--- src/pmx_pkg.sv ---
// Shared constants and types for the MAC-side PHY data interface
package pmx_pkg;
    // Interface modes
    typedef enum logic [2:0] {
        PMX_MODE_MII = 3'b001,
        PMX_MODE_RMII = 3'b010,
        PMX_MODE_RGMII = 3'b100
    } pmx_mode_t;

    // Core clock 250 MHz
    localparam int unsigned PMX_CLK_HZ = 250000000;
    localparam int unsigned PMX_FAST_HZ = 25000000;
    localparam int unsigned PMX_SLOW_HZ = 2500000;
    // Half periods of the link clock, in core cycles
    localparam int unsigned PMX_HALF_FAST = PMX_CLK_HZ / PMX_FAST_HZ / 2;
    localparam int unsigned PMX_HALF_SLOW = PMX_CLK_HZ / PMX_SLOW_HZ / 2;
    localparam int unsigned PMX_DIV_W = 8;

    // Wait after reset release, least time before the straps are read
    localparam int unsigned PMX_RESET_NS = 1000;
    localparam int unsigned PMX_RESET_CYC = (PMX_RESET_NS * (PMX_CLK_HZ / 1000000) + 999) / 1000;

    // Strap defaults: address bits 4..1 low, bit 0 high
    localparam logic [4:0] PMX_STRAP_DEFAULT = 5'h01;
    localparam logic [3:0] PMX_ERR_NIBBLE = 4'he;
endpackage

--- src/pmx_if.sv ---
// Interface joining the transceiver end and the MAC end
`timescale 1ns/10ps
interface pmx_if;
    logic tx_clk;
    logic tx_clk_oe;
    logic mac_tx_clk;
    logic tx_en;
    logic tx_er;
    logic [3:0] tx_d;
    logic rx_clk;
    logic rx_dv;
    logic rx_er;
    logic [3:0] rx_d_o;
    logic [3:0] rx_d_oe;
    logic [3:0] rx_d_i;
    logic crs;
    logic col_o;
    logic col_oe;
    logic col_i;

    modport phy (
        output tx_clk, tx_clk_oe, rx_clk, rx_dv, rx_er, rx_d_o, rx_d_oe, crs, col_o, col_oe,
        input mac_tx_clk, tx_en, tx_er, tx_d, rx_d_i, col_i
    );
    modport mac (
        input tx_clk, tx_clk_oe, rx_clk, rx_dv, rx_er, rx_d_o, crs, col_o,
        output mac_tx_clk, tx_en, tx_er, tx_d
    );
endinterface

--- src/pmx_phy.sv ---
// Transceiver end: MAC-facing MII / RMII / RGMII data interface
`timescale 1ns/10ps

// Functional notes
// - MII transmit clock 25 or 2.5 MHz
// - MII transmit clock phase fixed to reference
// - RGMII: MAC sources transmit clock
// - Transmit enable sampled on rising edge
// - RGMII control: enable rising, error falling
// - Transmit data sampled on rising edge
// - Receive clock 25 or 2.5 MHz, not RMII
// - Receive valid marks data, ignores carrier
// - RGMII receive control: valid rising, error falling
// - Receive error flags error symbol
// - Corrupt delivered data on receive error
// - Receive data presented on rising edge
// - Receive data and collision pins strap address, default 0x01
// - Carrier sense; RMII merges receive valid
// - Collision only half duplex, both busy
// - Reset held one microsecond reinitialises
module pmx_phy #(
    parameter int unsigned HALF_FAST = pmx_pkg::PMX_HALF_FAST,
    parameter int unsigned HALF_SLOW = pmx_pkg::PMX_HALF_SLOW
) (
    input wire logic CORE_CLK,
    input wire logic RST_N,
    pmx_if.phy LINK,
    input wire pmx_pkg::pmx_mode_t MODE,
    input wire logic SPEED_100,
    input wire logic FULL_DUPLEX,
    input wire logic LINE_RX_VALID,
    input wire logic [3:0] LINE_RX_DATA,
    input wire logic LINE_RX_ERROR,
    input wire logic LINE_RX_CARRIER,
    output logic LINE_RX_READY,
    output logic TX_VALID,
    output logic [3:0] TX_DATA,
    output logic TX_ERROR,
    output logic [4:0] PHY_ADDRESS_STRAP,
    output logic STRAP_DONE
);
    localparam int unsigned RCW = pmx_pkg::PMX_DIV_W;

    // Reset release counter: straps wait PMX_RESET_CYC cycles after release
    logic [RCW-1:0] rst_cnt_q;
    logic rst_ok_q;
    logic [RCW-1:0] div_q;
    logic lclk_q;
    logic lclk_prev_q;
    logic strap_q;
    logic [1:0] buf_cnt_q;
    logic [4:0] buf_d_q [2];
    logic buf_wr_q;
    logic buf_rd_q;
    // Registered so the ready output comes straight from a flip-flop
    logic rdy_q;
    logic rx_dv_q;
    logic rx_er_q;
    logic [3:0] rx_d_q;
    logic crs_q;
    logic col_q;
    logic tx_v_q;
    logic tx_e_q;
    logic [3:0] tx_d_q;
    logic [4:0] addr_q;

    wire is_mii = (MODE == pmx_pkg::PMX_MODE_MII);
    wire is_rmii = (MODE == pmx_pkg::PMX_MODE_RMII);
    wire is_rgmii = (MODE == pmx_pkg::PMX_MODE_RGMII);
    wire [RCW-1:0] half = SPEED_100 ? RCW'(HALF_FAST - 1) : RCW'(HALF_SLOW - 1);
    wire div_wrap = (div_q >= half);
    // Link clock edges in the core domain
    wire lclk_rise = lclk_q & ~lclk_prev_q;
    wire lclk_fall = ~lclk_q & lclk_prev_q;
    // RMII has a shared reference: sample every core-derived link period on rise as well
    wire tx_src = is_rgmii ? LINK.mac_tx_clk : lclk_q;
    logic tx_src_prev_q;
    wire tx_rise = tx_src & ~tx_src_prev_q;
    wire tx_fall = ~tx_src & tx_src_prev_q;
    wire buf_full = (buf_cnt_q == 2'd2);
    wire buf_empty = (buf_cnt_q == 2'd0);
    wire push = LINE_RX_VALID & ~buf_full & strap_q;
    wire pop = lclk_rise & ~buf_empty;
    wire [4:0] head = buf_d_q[buf_rd_q];
    wire [1:0] buf_cnt_d = buf_cnt_q + {1'b0, push} - {1'b0, pop};
    // Next receive valid, shared so the RMII carrier pin moves with it
    wire rx_dv_d = lclk_rise ? ~buf_empty : ((lclk_fall && is_rgmii) ? rx_er_q : rx_dv_q);

    always_ff @(posedge CORE_CLK or negedge RST_N) begin
        if (!RST_N) begin
            rst_cnt_q <= '0;
            rst_ok_q <= 1'b0;
        end else if (!rst_ok_q) begin
            rst_cnt_q <= rst_cnt_q + RCW'(1);
            rst_ok_q <= (rst_cnt_q >= RCW'(pmx_pkg::PMX_RESET_CYC - 1));
        end
    end

    // One divider for both link clocks keeps their phase fixed to the core clock
    always_ff @(posedge CORE_CLK or negedge RST_N) begin
        if (!RST_N) begin
            div_q <= '0;
            lclk_q <= 1'b0;
            lclk_prev_q <= 1'b0;
            tx_src_prev_q <= 1'b0;
        end else begin
            div_q <= div_wrap ? '0 : div_q + RCW'(1);
            lclk_q <= div_wrap ? ~lclk_q : lclk_q;
            lclk_prev_q <= lclk_q;
            tx_src_prev_q <= tx_src;
        end
    end

    // Straps are read once, after reset release, before any strap pin is driven
    always_ff @(posedge CORE_CLK or negedge RST_N) begin
        if (!RST_N) begin
            strap_q <= 1'b0;
            addr_q <= pmx_pkg::PMX_STRAP_DEFAULT;
        end else if (!strap_q && rst_ok_q) begin
            strap_q <= 1'b1;
            addr_q <= {LINK.rx_d_i, LINK.col_i};
        end
    end

    // Two-entry buffer between the line decoder and the link clock
    always_ff @(posedge CORE_CLK or negedge RST_N) begin
        if (!RST_N) begin
            buf_cnt_q <= 2'd0;
            buf_wr_q <= 1'b0;
            buf_rd_q <= 1'b0;
            rdy_q <= 1'b0;
            buf_d_q[0] <= '0;
            buf_d_q[1] <= '0;
        end else begin
            if (push) begin
                buf_d_q[buf_wr_q] <= {LINE_RX_ERROR, LINE_RX_DATA};
                buf_wr_q <= ~buf_wr_q;
            end
            if (pop) begin
                buf_rd_q <= ~buf_rd_q;
            end
            buf_cnt_q <= buf_cnt_d;
            // Same value as not full and straps taken, one cycle early
            rdy_q <= (buf_cnt_d != 2'd2) & (strap_q | rst_ok_q);
        end
    end

    // Receive outputs change on the link clock rise; the MAC samples them at the next rise
    always_ff @(posedge CORE_CLK or negedge RST_N) begin
        if (!RST_N) begin
            rx_dv_q <= 1'b0;
            rx_er_q <= 1'b0;
            rx_d_q <= '0;
        end else begin
            rx_dv_q <= rx_dv_d;
            if (lclk_rise) begin
                rx_er_q <= ~buf_empty & head[4];
                rx_d_q <= buf_empty ? 4'h0 : (head[4] ? pmx_pkg::PMX_ERR_NIBBLE : head[3:0]);
                if (is_rmii) begin
                    rx_d_q[3:2] <= 2'b00;
                end
            end
        end
    end

    always_ff @(posedge CORE_CLK or negedge RST_N) begin
        if (!RST_N) begin
            crs_q <= 1'b0;
            col_q <= 1'b0;
        end else begin
            crs_q <= is_rmii ? (LINE_RX_CARRIER | rx_dv_d) : (LINE_RX_CARRIER | tx_v_q);
            col_q <= ~FULL_DUPLEX & ~is_rmii & LINE_RX_CARRIER & tx_v_q;
        end
    end

    // Transmit capture: enable and data on rise, RGMII error on fall
    always_ff @(posedge CORE_CLK or negedge RST_N) begin
        if (!RST_N) begin
            tx_v_q <= 1'b0;
            tx_e_q <= 1'b0;
            tx_d_q <= '0;
        end else if (tx_rise) begin
            tx_v_q <= LINK.tx_en;
            tx_d_q <= is_rmii ? {2'b00, LINK.tx_d[1:0]} : LINK.tx_d;
            tx_e_q <= is_rgmii ? 1'b0 : LINK.tx_er;
        end else if (tx_fall && is_rgmii) begin
            tx_e_q <= LINK.tx_en;
        end
    end

    assign LINE_RX_READY = rdy_q;
    assign LINK.tx_clk = lclk_q;
    assign LINK.tx_clk_oe = is_mii & strap_q;
    assign LINK.rx_clk = is_rmii ? 1'b0 : lclk_q;
    assign LINK.rx_dv = rx_dv_q;
    assign LINK.rx_er = is_rgmii ? 1'b0 : rx_er_q;
    assign LINK.rx_d_o = rx_d_q;
    assign LINK.rx_d_oe = {4{strap_q}};
    assign LINK.crs = crs_q;
    assign LINK.col_o = col_q;
    assign LINK.col_oe = strap_q & ~is_rmii;
    assign TX_VALID = tx_v_q;
    assign TX_ERROR = tx_e_q;
    assign TX_DATA = tx_d_q;
    assign PHY_ADDRESS_STRAP = addr_q;
    assign STRAP_DONE = strap_q;
endmodule // pmx_phy

--- src/flat_wrapper.sv ---
// flat-port wrapper written by rule: the top's interface ports become plain ports
module pmx_phy_flat 
#(
    parameter int unsigned HALF_FAST = pmx_pkg::PMX_HALF_FAST,
    parameter int unsigned HALF_SLOW = pmx_pkg::PMX_HALF_SLOW
)
  (CORE_CLK, RST_N, MODE, SPEED_100, FULL_DUPLEX, LINE_RX_VALID, LINE_RX_DATA, LINE_RX_ERROR, LINE_RX_CARRIER, LINE_RX_READY, TX_VALID, TX_DATA, TX_ERROR, PHY_ADDRESS_STRAP, STRAP_DONE, LINK_tx_clk, LINK_tx_clk_oe, LINK_rx_clk, LINK_rx_dv, LINK_rx_er, LINK_rx_d_o, LINK_rx_d_oe, LINK_crs, LINK_col_o, LINK_col_oe, LINK_mac_tx_clk, LINK_tx_en, LINK_tx_er, LINK_tx_d, LINK_rx_d_i, LINK_col_i);
  pmx_if LINK_i ();
  input wire logic CORE_CLK;
  input wire logic RST_N;
  input wire pmx_pkg::pmx_mode_t MODE;
  input wire logic SPEED_100;
  input wire logic FULL_DUPLEX;
  input wire logic LINE_RX_VALID;
  input wire logic [3:0] LINE_RX_DATA;
  input wire logic LINE_RX_ERROR;
  input wire logic LINE_RX_CARRIER;
  output logic LINE_RX_READY;
  output logic TX_VALID;
  output logic [3:0] TX_DATA;
  output logic TX_ERROR;
  output logic [4:0] PHY_ADDRESS_STRAP;
  output logic STRAP_DONE;
  output wire logic [$bits(LINK_i.tx_clk)-1:0] LINK_tx_clk;
  output wire logic [$bits(LINK_i.tx_clk_oe)-1:0] LINK_tx_clk_oe;
  output wire logic [$bits(LINK_i.rx_clk)-1:0] LINK_rx_clk;
  output wire logic [$bits(LINK_i.rx_dv)-1:0] LINK_rx_dv;
  output wire logic [$bits(LINK_i.rx_er)-1:0] LINK_rx_er;
  output wire logic [$bits(LINK_i.rx_d_o)-1:0] LINK_rx_d_o;
  output wire logic [$bits(LINK_i.rx_d_oe)-1:0] LINK_rx_d_oe;
  output wire logic [$bits(LINK_i.crs)-1:0] LINK_crs;
  output wire logic [$bits(LINK_i.col_o)-1:0] LINK_col_o;
  output wire logic [$bits(LINK_i.col_oe)-1:0] LINK_col_oe;
  input wire logic [$bits(LINK_i.mac_tx_clk)-1:0] LINK_mac_tx_clk;
  input wire logic [$bits(LINK_i.tx_en)-1:0] LINK_tx_en;
  input wire logic [$bits(LINK_i.tx_er)-1:0] LINK_tx_er;
  input wire logic [$bits(LINK_i.tx_d)-1:0] LINK_tx_d;
  input wire logic [$bits(LINK_i.rx_d_i)-1:0] LINK_rx_d_i;
  input wire logic [$bits(LINK_i.col_i)-1:0] LINK_col_i;
  assign LINK_tx_clk = LINK_i.tx_clk;
  assign LINK_tx_clk_oe = LINK_i.tx_clk_oe;
  assign LINK_rx_clk = LINK_i.rx_clk;
  assign LINK_rx_dv = LINK_i.rx_dv;
  assign LINK_rx_er = LINK_i.rx_er;
  assign LINK_rx_d_o = LINK_i.rx_d_o;
  assign LINK_rx_d_oe = LINK_i.rx_d_oe;
  assign LINK_crs = LINK_i.crs;
  assign LINK_col_o = LINK_i.col_o;
  assign LINK_col_oe = LINK_i.col_oe;
  assign LINK_i.mac_tx_clk = LINK_mac_tx_clk;
  assign LINK_i.tx_en = LINK_tx_en;
  assign LINK_i.tx_er = LINK_tx_er;
  assign LINK_i.tx_d = LINK_tx_d;
  assign LINK_i.rx_d_i = LINK_rx_d_i;
  assign LINK_i.col_i = LINK_col_i;
  pmx_phy #(.HALF_FAST(HALF_FAST), .HALF_SLOW(HALF_SLOW)) u_core (.CORE_CLK(CORE_CLK), .RST_N(RST_N), .LINK(LINK_i), .MODE(MODE), .SPEED_100(SPEED_100), .FULL_DUPLEX(FULL_DUPLEX), .LINE_RX_VALID(LINE_RX_VALID), .LINE_RX_DATA(LINE_RX_DATA), .LINE_RX_ERROR(LINE_RX_ERROR), .LINE_RX_CARRIER(LINE_RX_CARRIER), .LINE_RX_READY(LINE_RX_READY), .TX_VALID(TX_VALID), .TX_DATA(TX_DATA), .TX_ERROR(TX_ERROR), .PHY_ADDRESS_STRAP(PHY_ADDRESS_STRAP), .STRAP_DONE(STRAP_DONE));
endmodule
--- config.mk ---
export PLATFORM = sky130hd
export DESIGN_NAME = pmx_phy_flat
export DESIGN_NICKNAME = d
export VERILOG_FILES = /design/src/pmx_pkg.sv /design/src/pmx_if.sv /design/src/pmx_phy.sv /design/src/flat_wrapper.sv
export SDC_FILE = /design/constraint.sdc
export NUM_CORES = 1
export LEC_CHECK = 0
export BUFFER_PORTS_ARGS = -buffer_cell sky130_fd_sc_hd__buf_2
export CAP_MARGIN = 10
export CORE_MARGIN = 2
export CORE_UTILIZATION = 46
export DETAILED_ROUTE_END_ITERATION = 12
export GPL_TIMING_DRIVEN = 0
export PLACE_DENSITY = 0.69
export SYNTH_ARGS = -nofsm -noshare
export SYNTH_HDL_FRONTEND = slang
export SYNTH_SLANG_ARGS = --single-unit
--- constraint.sdc ---
create_clock -name CORE_CLK -period 4.9 [get_ports CORE_CLK]
set_input_delay 0.98 -clock CORE_CLK [delete_from_list [all_inputs] [get_ports CORE_CLK]]
set_output_delay 0.98 -clock CORE_CLK [all_outputs]
set_load 0.01 [all_outputs]
After elaboration in Yosys (flattened, before gate mapping)
Cells that the tools add are included.
Operators by class
  add/subtract/negate cells: 4
  multiply operators: 0
  div/mod/pow operators: 0
  $lt $le $gt $ge: 5
  equal/unequal tests: 5
  shift-type cells: 0
  multiplexer cells: 22
  bitwise operators: 29
  reduce and logical (&&, ||, !) cells: 7
Operators with widths (count)
  5-bit 2-to-1 mux: 4
  8-bit by 1-bit adder with 8-bit output, second input constant: 2
  1-bit AND: 14
  4-bit 2-to-1 mux: 3
  10-bit bitwise mux: 1
  1-bit 2-to-1 mux: 10
  1-bit inverter: 10
  8-bit greater-or-equal comparator: 1
  8-bit greater-or-equal comparator, second input constant: 1
  8-bit 2-to-1 mux: 1
  6-bit 2-to-1 mux: 1
  5-bit demux with 1-bit select: 1
  2-bit greater-or-equal comparator, second input constant: 2
  1-bit logical AND: 4
  1-bit inverter with 2-bit output: 2
  3-bit by 1-bit equality test with 1-bit output, second input constant: 1
  3-bit by 2-bit equality test with 1-bit output, second input constant: 1
  3-bit equality test, second input constant: 1
  1-bit OR: 3
  2-bit by 1-bit adder with 2-bit output: 1
  2-bit equality test, second input constant: 1
  2-bit zero test: 1
  2-bit by 1-bit less-than comparator with 1-bit output, second input constant: 1
  2-bit 2-to-1 mux: 1
  4 further kinds: 4
Word-level totals
  register bits after elaboration: 55
  latch bits: 0
  RAM bits: 0
  ROM bits: 0
  input port bits: 26
  output and inout bits: 29
  logic and storage cells: 94
  memories kept: 0

Logic depth before layout (Yosys ltp)
Gate-level depths: netlist of run 1.
  word-level depth: 8
  mapped depth: 11
  gate-level depth less buffers: 9

Least setup slack after synthesis of run 1
No wires, ideal clock.
  path kind: input-to-output
  start point: in MODE[0]
  end point: out LINK_col_oe
  arrival: 1.492 ns
  required time: 3.920 ns
  slack: 2.428 ns
  stages on the path: 2
  path buffers: 0
  path through: nor3b_2 > nor2b_1
On the way
  word-level cells in the longest chain between the ends: 3
Ends and longest elaborated chain
  start, declared: line flat_wrapper.sv:11  | input wire pmx_pkg::pmx_mode_t MODE;
  3-bit by 2-bit equality test with 1-bit output: line pmx_phy.sv:68  | wire is_rmii = (MODE == pmx_pkg::PMX_MODE_RMII);
  1-bit inverter: line pmx_phy.sv:201  | assign LINK.col_oe = strap_q & ~is_rmii;
  1-bit AND: line pmx_phy.sv:201
  end, declared: line flat_wrapper.sv:33  | output wire logic [$bits(LINK_i.col_oe)-1:0] LINK_col_oe;
Every way passes these cells.

Final worst setup path of run 1
  start point: in MODE[0]
  end point: out LINK_rx_clk
On the way
  word-level cells in the longest chain between the ends: 2
Ends and longest elaborated chain
  3-bit by 2-bit equality test with 1-bit output: line pmx_phy.sv:68
  1-bit 2-to-1 mux: line pmx_phy.sv:194  | assign LINK.rx_clk = is_rmii ? 1'b0 : lclk_q;
  end, declared: line flat_wrapper.sv:26  | output wire logic [$bits(LINK_i.rx_clk)-1:0] LINK_rx_clk;
Every way passes these cells.

==> results of run 1 <==
-- layout make-up --
class                           count  area (um^2)
Timing Repair Buffer               55        290.3
Fill cell                         493         2396
Sequential cell                    55         1378
Buffer                              9        53.80
Tap cell                           72        90.09
Clock buffer                        6        82.58
Clock inverter                      1        5.005
Multi-Input combinational cell    136         1061
Inverter                           13        48.80
-- where the power goes --
group          internal, uW  leakage [uW]  total, uW  switching, uW
Clock                   111     0.0000470        250            138
Sequential              497      0.000723        527           30.2
Combinational          93.7      0.000759        190           96.2
-- metal layers --
metal	global-route usage (%)	wire, um	part of all wire (%)	vias to the layer above
met3	4.598	197	4.4	6
met1	18.85	1963	44	856
li1	-	-	-	850
met2	27.84	2266	50	34
met4	5.965	68	1.5	0
met5	0	0	0	-
-- cell usage after synthesis (all sizes together) (4+ instances only) --
master / n
dfrtp: 54
mux2: 22
inv: 13
nand2: 12
nor2: 11
ha: 10
nor2b: 8
xnor2: 8
xor2: 7
buf: 6
nand2b: 6
o21ai: 5
a21oi: 4
-- cells by family after synthesis --
family / after synthesis
buffers and inverters: 22
adder cells (fa/ha/maj): 10
XOR/XNOR: 15
AO/OA/AOI/OAI: 26
other: 1
flip-flops: 55
AND/OR/NAND/NOR: 59
multiplexers: 25
-- registers in the layout, summed over array words and instances (netlist names), 2 cells and up --
| name | count |
|---|---|
| u_core.div_q | 8 |
| u_core.TX_DATA | 4 |
| u_core.rst_cnt_q | 8 |
| u_core.LINK.rx_d_o | 4 |
| u_core.buf_d_q | 10 |
| u_core.buf_cnt_q | 2 |
| u_core.PHY_ADDRESS_STRAP | 5 |
-- worst paths after layout --
kind	slack, ns	to	depth (start not counted)
min in group asynchronous	0.69	u_core.div_q[6]	1
max	1.94	LINK_rx_clk	4
max reg2reg	2.65	u_core.LINE_RX_READY	11
min reg2reg	0.43	u_core.lclk_prev_q	0
min	0.43	u_core.lclk_prev_q	0
max in group asynchronous	3.64	u_core.rst_cnt_q[7]	2
-- per-stage QoR --
| stage | utilization, % | hold slack, ns | area (um^2) | cells | total power (uW) |
|---|---|---|---|---|---|
| 6_report | 55.67 | 0.4349 | 3009 | 347 | 966.6 |
| 5_1_grt | 55.67 | 0.4455 | 3009 | 347 | 1019 |
| 4_1_cts | 55.30 | 0.4347 | 2989 | 346 | 978.9 |
| 3_5_place_dp | 53.68 | 0.4110 | 2902 | 339 | 727.4 |
| 3_3_place_gp | 53.68 | 0.4133 | 2902 | 339 | 721.2 |
| 2_1_floorplan | - | 0.4356 | 2541 | 213 | 646.8 |
-- cell usage in the layout (no fill, tap or decap), types with 4 or more instances in the layout --
master / Yosys / routed
ha_1: 10 / 10
nor2b_1: 8 / 8
a21oi_1: 4 / 4
buf_4: 5 / 5
inv_1: 13 / 13
xor2_1: 7 / 7
mux2_2: 22 / 22
o21ai_0: 5 / 5
clkbuf_8: 0 / 6
dfrtp_1: 54 / 54
nor2_1: 11 / 11
buf_2: 1 / 55
nand2b_1: 6 / 6
nand2_1: 12 / 12
xnor2_1: 8 / 8
==> flow_summary_export.csv, run 1 <==
group,metric,value,unit
worst_setup_path,crit_arrival,1.98,ns
cts,clkSlewWorstSetupHoldPaths,0.09,ns
worst_setup_path,crit_chain,"buf_2, nor3b_2, nor2b_1, buf_2",
cts,cts_made_buffers,5,
worst_setup_path,cpMostUsedCell,"buf_2",
floorplan,core,0.005405,mm^2
global_routing,grt_pass1_wl,7.672,mm
global_routing,grt_max_degree,56,
sta,grt_setup_unrepaired,"no",
place,dp_hpwl,3.300,mm
sta,final.period_utilization,60.45,%
layout,area.growth.synth_to_final,18.41,%
drt,drt-total-wl,4.494,mm
worst_setup_path,r2r-start,"u_core.LINK.tx_clk",
worst_setup_path,slowest_delay,0.60,ns
cts,clock_latency,0.31,ns
synth,netlist_instances,213,
synth,synth_async_sr_flop_share,100.0,%
global_routing,overflow,0,
sta,worst_slew_pin_slew,0.7037,ns
drt,drc_errors,0,
status,status,"finished clean",
flow_run,drv_cap,0,
power_and_ir_drop,leakage,0.001528,uW
worst_setup_path,crit_path_max_fanout,9,
synth,synth-seq-cells,55,
sta,relSlewSlack,52.88,%
power_and_ir_drop,power_density,321.2,mW/mm^2
worst_setup_path,crit_type,"in2out",
synth,synth_xor_area_share,5.170,%
sta,fin_skew,0.005169,ns
global_routing,grt_usage,16.03,%
drt,vias,1746,
worst_setup_path,end_kind,"output port",
sta,setup_ws,1.938,ns
worst_setup_path,cp-start-kind,"input port",
place,io_buffers,54,
drt,ant_nets,0,
sta,hold_violations,0,
synth,synthAdderAreaFrac,4.924,%
cts,cts_tree,"yes",
floorplan,rows,27,
worst_setup_path,worstSetupStartpoint,"MODE[0]",
synth,netlist_area,0.002541,mm^2
min_path,hp-class,"reg2reg",
synth,ys.flop_type,"dfrtp_1",
synth,synth_fp_nets,249,
worst_setup_path,crit_slowest_cell,"nor3b_2",
synth,synth.area.top_cells,"dfrtp_1 (53%), mux2_2 (9.7%), ha_1 (4.9%)",
synth,synth_warnings,0,
sta,fmaxAchievable,337.6,MHz
synth,yosysSeqAreaShare,54.21,%
min_path,worst_hold_startpoint,"u_core.LINK.tx_clk",
synth,synth_top_area_share,53.18,%
sta,finalSetupViolCount,0,
global_routing,grt_pass1_vias,1712,
worst_setup_path,crit_buf_inv,2,
drt,drtPass1Iterations,4,
synth,synth_top_area_cell,"dfrtp_1",
drt,vias_per_cell,5.032,
power_and_ir_drop,ir_drop,0.1271,mV
layout,nets,311,
place,post-place-ws,1.889,ns
synth,synth.distinct_cells,41,
worst_setup_path,cp_top_family,"simple AND/OR/NAND/NOR gates",
synth,synthMuxAreaShare,10.93,%
cts,cts_setup_buffers,0,
cts,cts-resized-gates,0,
synth,synth_simple_gate_area_share,13.34,%
sta,min_period,2.962,ns
layout,final_layout_size_suffix_gt1_share,34.91,%
cts,clockRootBuffer,"clkbuf_8",
sta,slew_violations,0,
synth,synth_top_family_by_area,"simple AND/OR/NAND/NOR gates",
sta,setup_tns,0,ns
synth,synth_compound_area_share,7.238,%
drt,route.detailed.wl_per_inst,12.95,um
floorplan,die_area,0.006135,mm^2
floorplan,die_w,78.33,um
cts,clkSinkCount,55,
floorplan,initial_core_util,47.01,%
cts,cts_hold_buffers,0,
place,gp_congestion,0.7427,
cts,h-tree-depth,2,
global_routing,antenna_found_initial,0,
cts,clockBufferDepth,2,
synth,syn_avg_cell_area,11.93,um^2
floorplan,io_pins,55,
drt,drt-initial-drc-count,104,
floorplan,die_h,78.33,um
synth,synth_edf_count,0,
worst_setup_path,required,3.92,ns
layout,antenna_cells,0,
Power figures use the tool's default switching activity.
==> inputs of run 2 (changes only) <==
Settings changed: ABC_AREA from default to 1, PLACE_DENSITY 0.69 to 0.72.
Clock period 4.9 ns to 2.6 ns, I/O delays scaled along.
==> flow_summary_export.csv, run 2 <==
group,metric,value,unit
global_routing,use_met3,4.412,%
worst_setup_path,required,2.79,ns
synth,synth_common_cells,"nand2_1 (79), dfrtp_1 (54), inv_1 (44)",
worst_setup_path,crit_end,"u_core.LINE_RX_READY",
synth,syn_avg_cell_area,8.928,um^2
sta,final.period_utilization,78.01,%
sta,fin_skew,0.005677,ns
place,placed_cells,421,
sta,setup_ws,0.5717,ns
floorplan,die_area,0.006347,mm^2
layout,seq_area,0.001378,mm^2
cts,clkSinkCount,55,
place,io_buffers,54,
synth,synth_edf_count,0,
layout,final_common_cell,"nand2_1",
layout,nets,393,
global_routing,grt_pass1_vias,1918,
worst_setup_path,r2r.worst_path.cells,12,
flow_run,drv_cap,0,
floorplan,io_pins,55,
sta,min_period,2.028,ns
cts,clockBufferDepth,2,
synth,yosysMostFrequentCell,"nand2_1",
layout,fillers,510,
place,post-place-ws,0.5730,ns
layout,fin_cells,430,
synth,synth.distinct_cells,31,
cts,cts_setup_buffers,0,
sta,setup_tns,0,ns
cts,cts_hold_buffers,0,
cts,clockRootBuffer,"clkbuf_8",
floorplan,core,0.005507,mm^2
worst_setup_path,cp-start-kind,"flip-flop",
worst_setup_path,end_kind,"flip-flop",
cts,clock_latency,0.30,ns
place,gp_congestion,0.7382,
drt,drt-initial-drc-count,68,
global_routing,grt_use_met1,20.89,%
cts,cts_tree,"yes",
sta,fmaxAchievable,493.0,MHz
layout,reg_top3,"u_core.buf_d_q (10), u_core.div_q (8), u_core.rst_cnt_q (8)",
drt,vias_per_cell,4.593,
floorplan,rows,27,
cts,cts-resized-gates,0,
layout,antenna_cells,0,
synth,synth_fp_nets,331,
drt,ant_nets,0,
synth,netlist_instances,295,
worst_setup_path,r2r_slack,0.57,ns
layout,final_cell_mix,"nand2_1 (79), buf_2 (54), dfrtp_1 (54)",
floorplan,die_w,79.67,um
cts,clkSlewWorstSetupHoldPaths,0.09,ns
drt,drc_errors,0,
power_and_ir_drop,power_density,685.1,mW/mm^2
power_and_ir_drop,power,2134,uW
synth,synth-seq-cells,55,
floorplan,die_h,79.67,um
worst_setup_path,reg2reg_to,"u_core.LINE_RX_READY",
layout,fin_util,56.56,%
synth,synth_top_area_cell,"dfrtp_1",
layout,final_layout_size_suffix_gt1_share,24.02,%
cts,h-tree-depth,2,
worst_setup_path,crit_arrival,2.22,ns
global_routing,busiest_layer,"met2",
power_and_ir_drop,leakage,0.001715,uW
drt,drt-total-wl,4.702,mm
synth,synth_top_area_share,51.31,%
drt,vias,1975,
global_routing,use_met2,27.14,%
global_routing,antenna_found_initial,0,
global_routing,overflow,0,
synth,synth_async_sr_flop_share,100.0,%
synth,synth_warnings,0,
synth,ys.flop_type,"dfrtp_1",
min_path,hp-class,"in2async",
worst_setup_path,worstSetupStartpoint,"u_core.LINK.tx_clk",
worst_setup_path,crit_type,"reg2reg",
sta,hold_violations,0,
power_and_ir_drop,ir_drop,0.3559,mV
synth,netlist_area,0.002634,mm^2
layout,multi_input_comb_area,0.001054,mm^2
place,dp_hpwl,3.497,mm
drt,route.detailed.wl_per_inst,10.93,um
cts,cts_made_buffers,5,
drt,drtPass1Iterations,4,
layout,largest_register_ffs,10,
layout,regMostFlops,"u_core.buf_d_q",
global_routing,grt_usage,16.43,%
sta,finalSetupViolCount,0,
floorplan,initial_core_util,47.83,%
layout,area.growth.synth_to_final,18.24,%
synth,synth.area.top_cells,"dfrtp_1 (51%), nand2_1 (11%), inv_1 (6.3%)",
worst_setup_path,r2r-start,"u_core.LINK.tx_clk",
sta,slew_violations,0,
status,status,"finished clean",
global_routing,grt_max_degree,56,
worst_setup_path,crit_path_max_fanout,7,
global_routing,grt_pass1_wl,8.183,mm
sta,grt_setup_unrepaired,"no",
synth,yosysSeqAreaShare,52.30,%
run 2: changes by cell type after synthesis, sizes merged, moves of 8 or more:
cell / delta
o21ai: +16
nand3: +12
nor2b: -8
inv: +33
nand2: +71
mux2: -17
nor2: +14
run 2: worst max-delay path, cell delays in order, from the launching register on:
cell,delay [ns]
dfrtp_1,0.47
inv_2,0.11
nor2_4,0.05
o21ai_2,0.11
inv_1,0.14
ha_1,0.30
inv_1,0.04
ha_1,0.22
xor2_1,0.15
nand2_1,0.06
nand2_1,0.06
o21ai_0,0.15
inv_1,0.08
run 2: report_power, final:
part	switching, uW	internal, uW
Clock	256	243
Combinational	320	222
Sequential	101	991
run 2: kinds of logic (layout without fill, tap and decap cells):
group	Yosys count	after routing	share of synthesized area [%]
AO/OA/AOI/OAI	25	25	5.986
XOR/XNOR	13	13	4.323
adder cells (fa/ha/maj)	10	10	4.751
buffers and inverters	50	113	7.696
flip-flops	55	55	52.30
multiplexers	5	5	2.138
other	1	1	0.1424
AND/OR/NAND/NOR	136	136	22.66
run 2: per-stage QoR:
step           hold WS (ns)  cell area (um^2)
3_5_place_dp         0.4532              2994
5_1_grt              0.1193              3114
4_1_cts              0.3488              3094
2_1_floorplan        0.2244              2634
3_3_place_gp         0.4506              2994
6_report             0.1117              3114
run 2: final cells by class:
class | instances | share of cell area (%)
flip-flops and latches | 55 | 44.23
clock buffers | 8 | 3.214
repair buffers | 55 | 9.321
multi-input cells | 190 | 33.83
well taps | 72 | 2.893
plain buffers | 4 | 0.9642
inverters | 46 | 5.544
run 2: worst min-delay path by stage:
stage / endpoint / start / cells after the start
2_1_floorplan: u_core.LINE_RX_READY / RST_N / 0
3_3_place_gp: u_core.TX_DATA[1] / u_core.TX_DATA[1] / 2
3_5_place_dp: u_core.TX_DATA[0] / u_core.TX_DATA[0] / 2
4_1_cts: u_core.LINK.col_o / FULL_DUPLEX / 2
5_1_grt: u_core.rst_cnt_q[7] / RST_N / 1
6_report: u_core.rst_cnt_q[7] / RST_N / 1
run 2: per-layer routing:
layer  part of all wire [%]  wire length (um)
met1                     47              2221
met2                     47              2222
met3                    4.4               206
met4                    1.1                51
met5                      0                 0
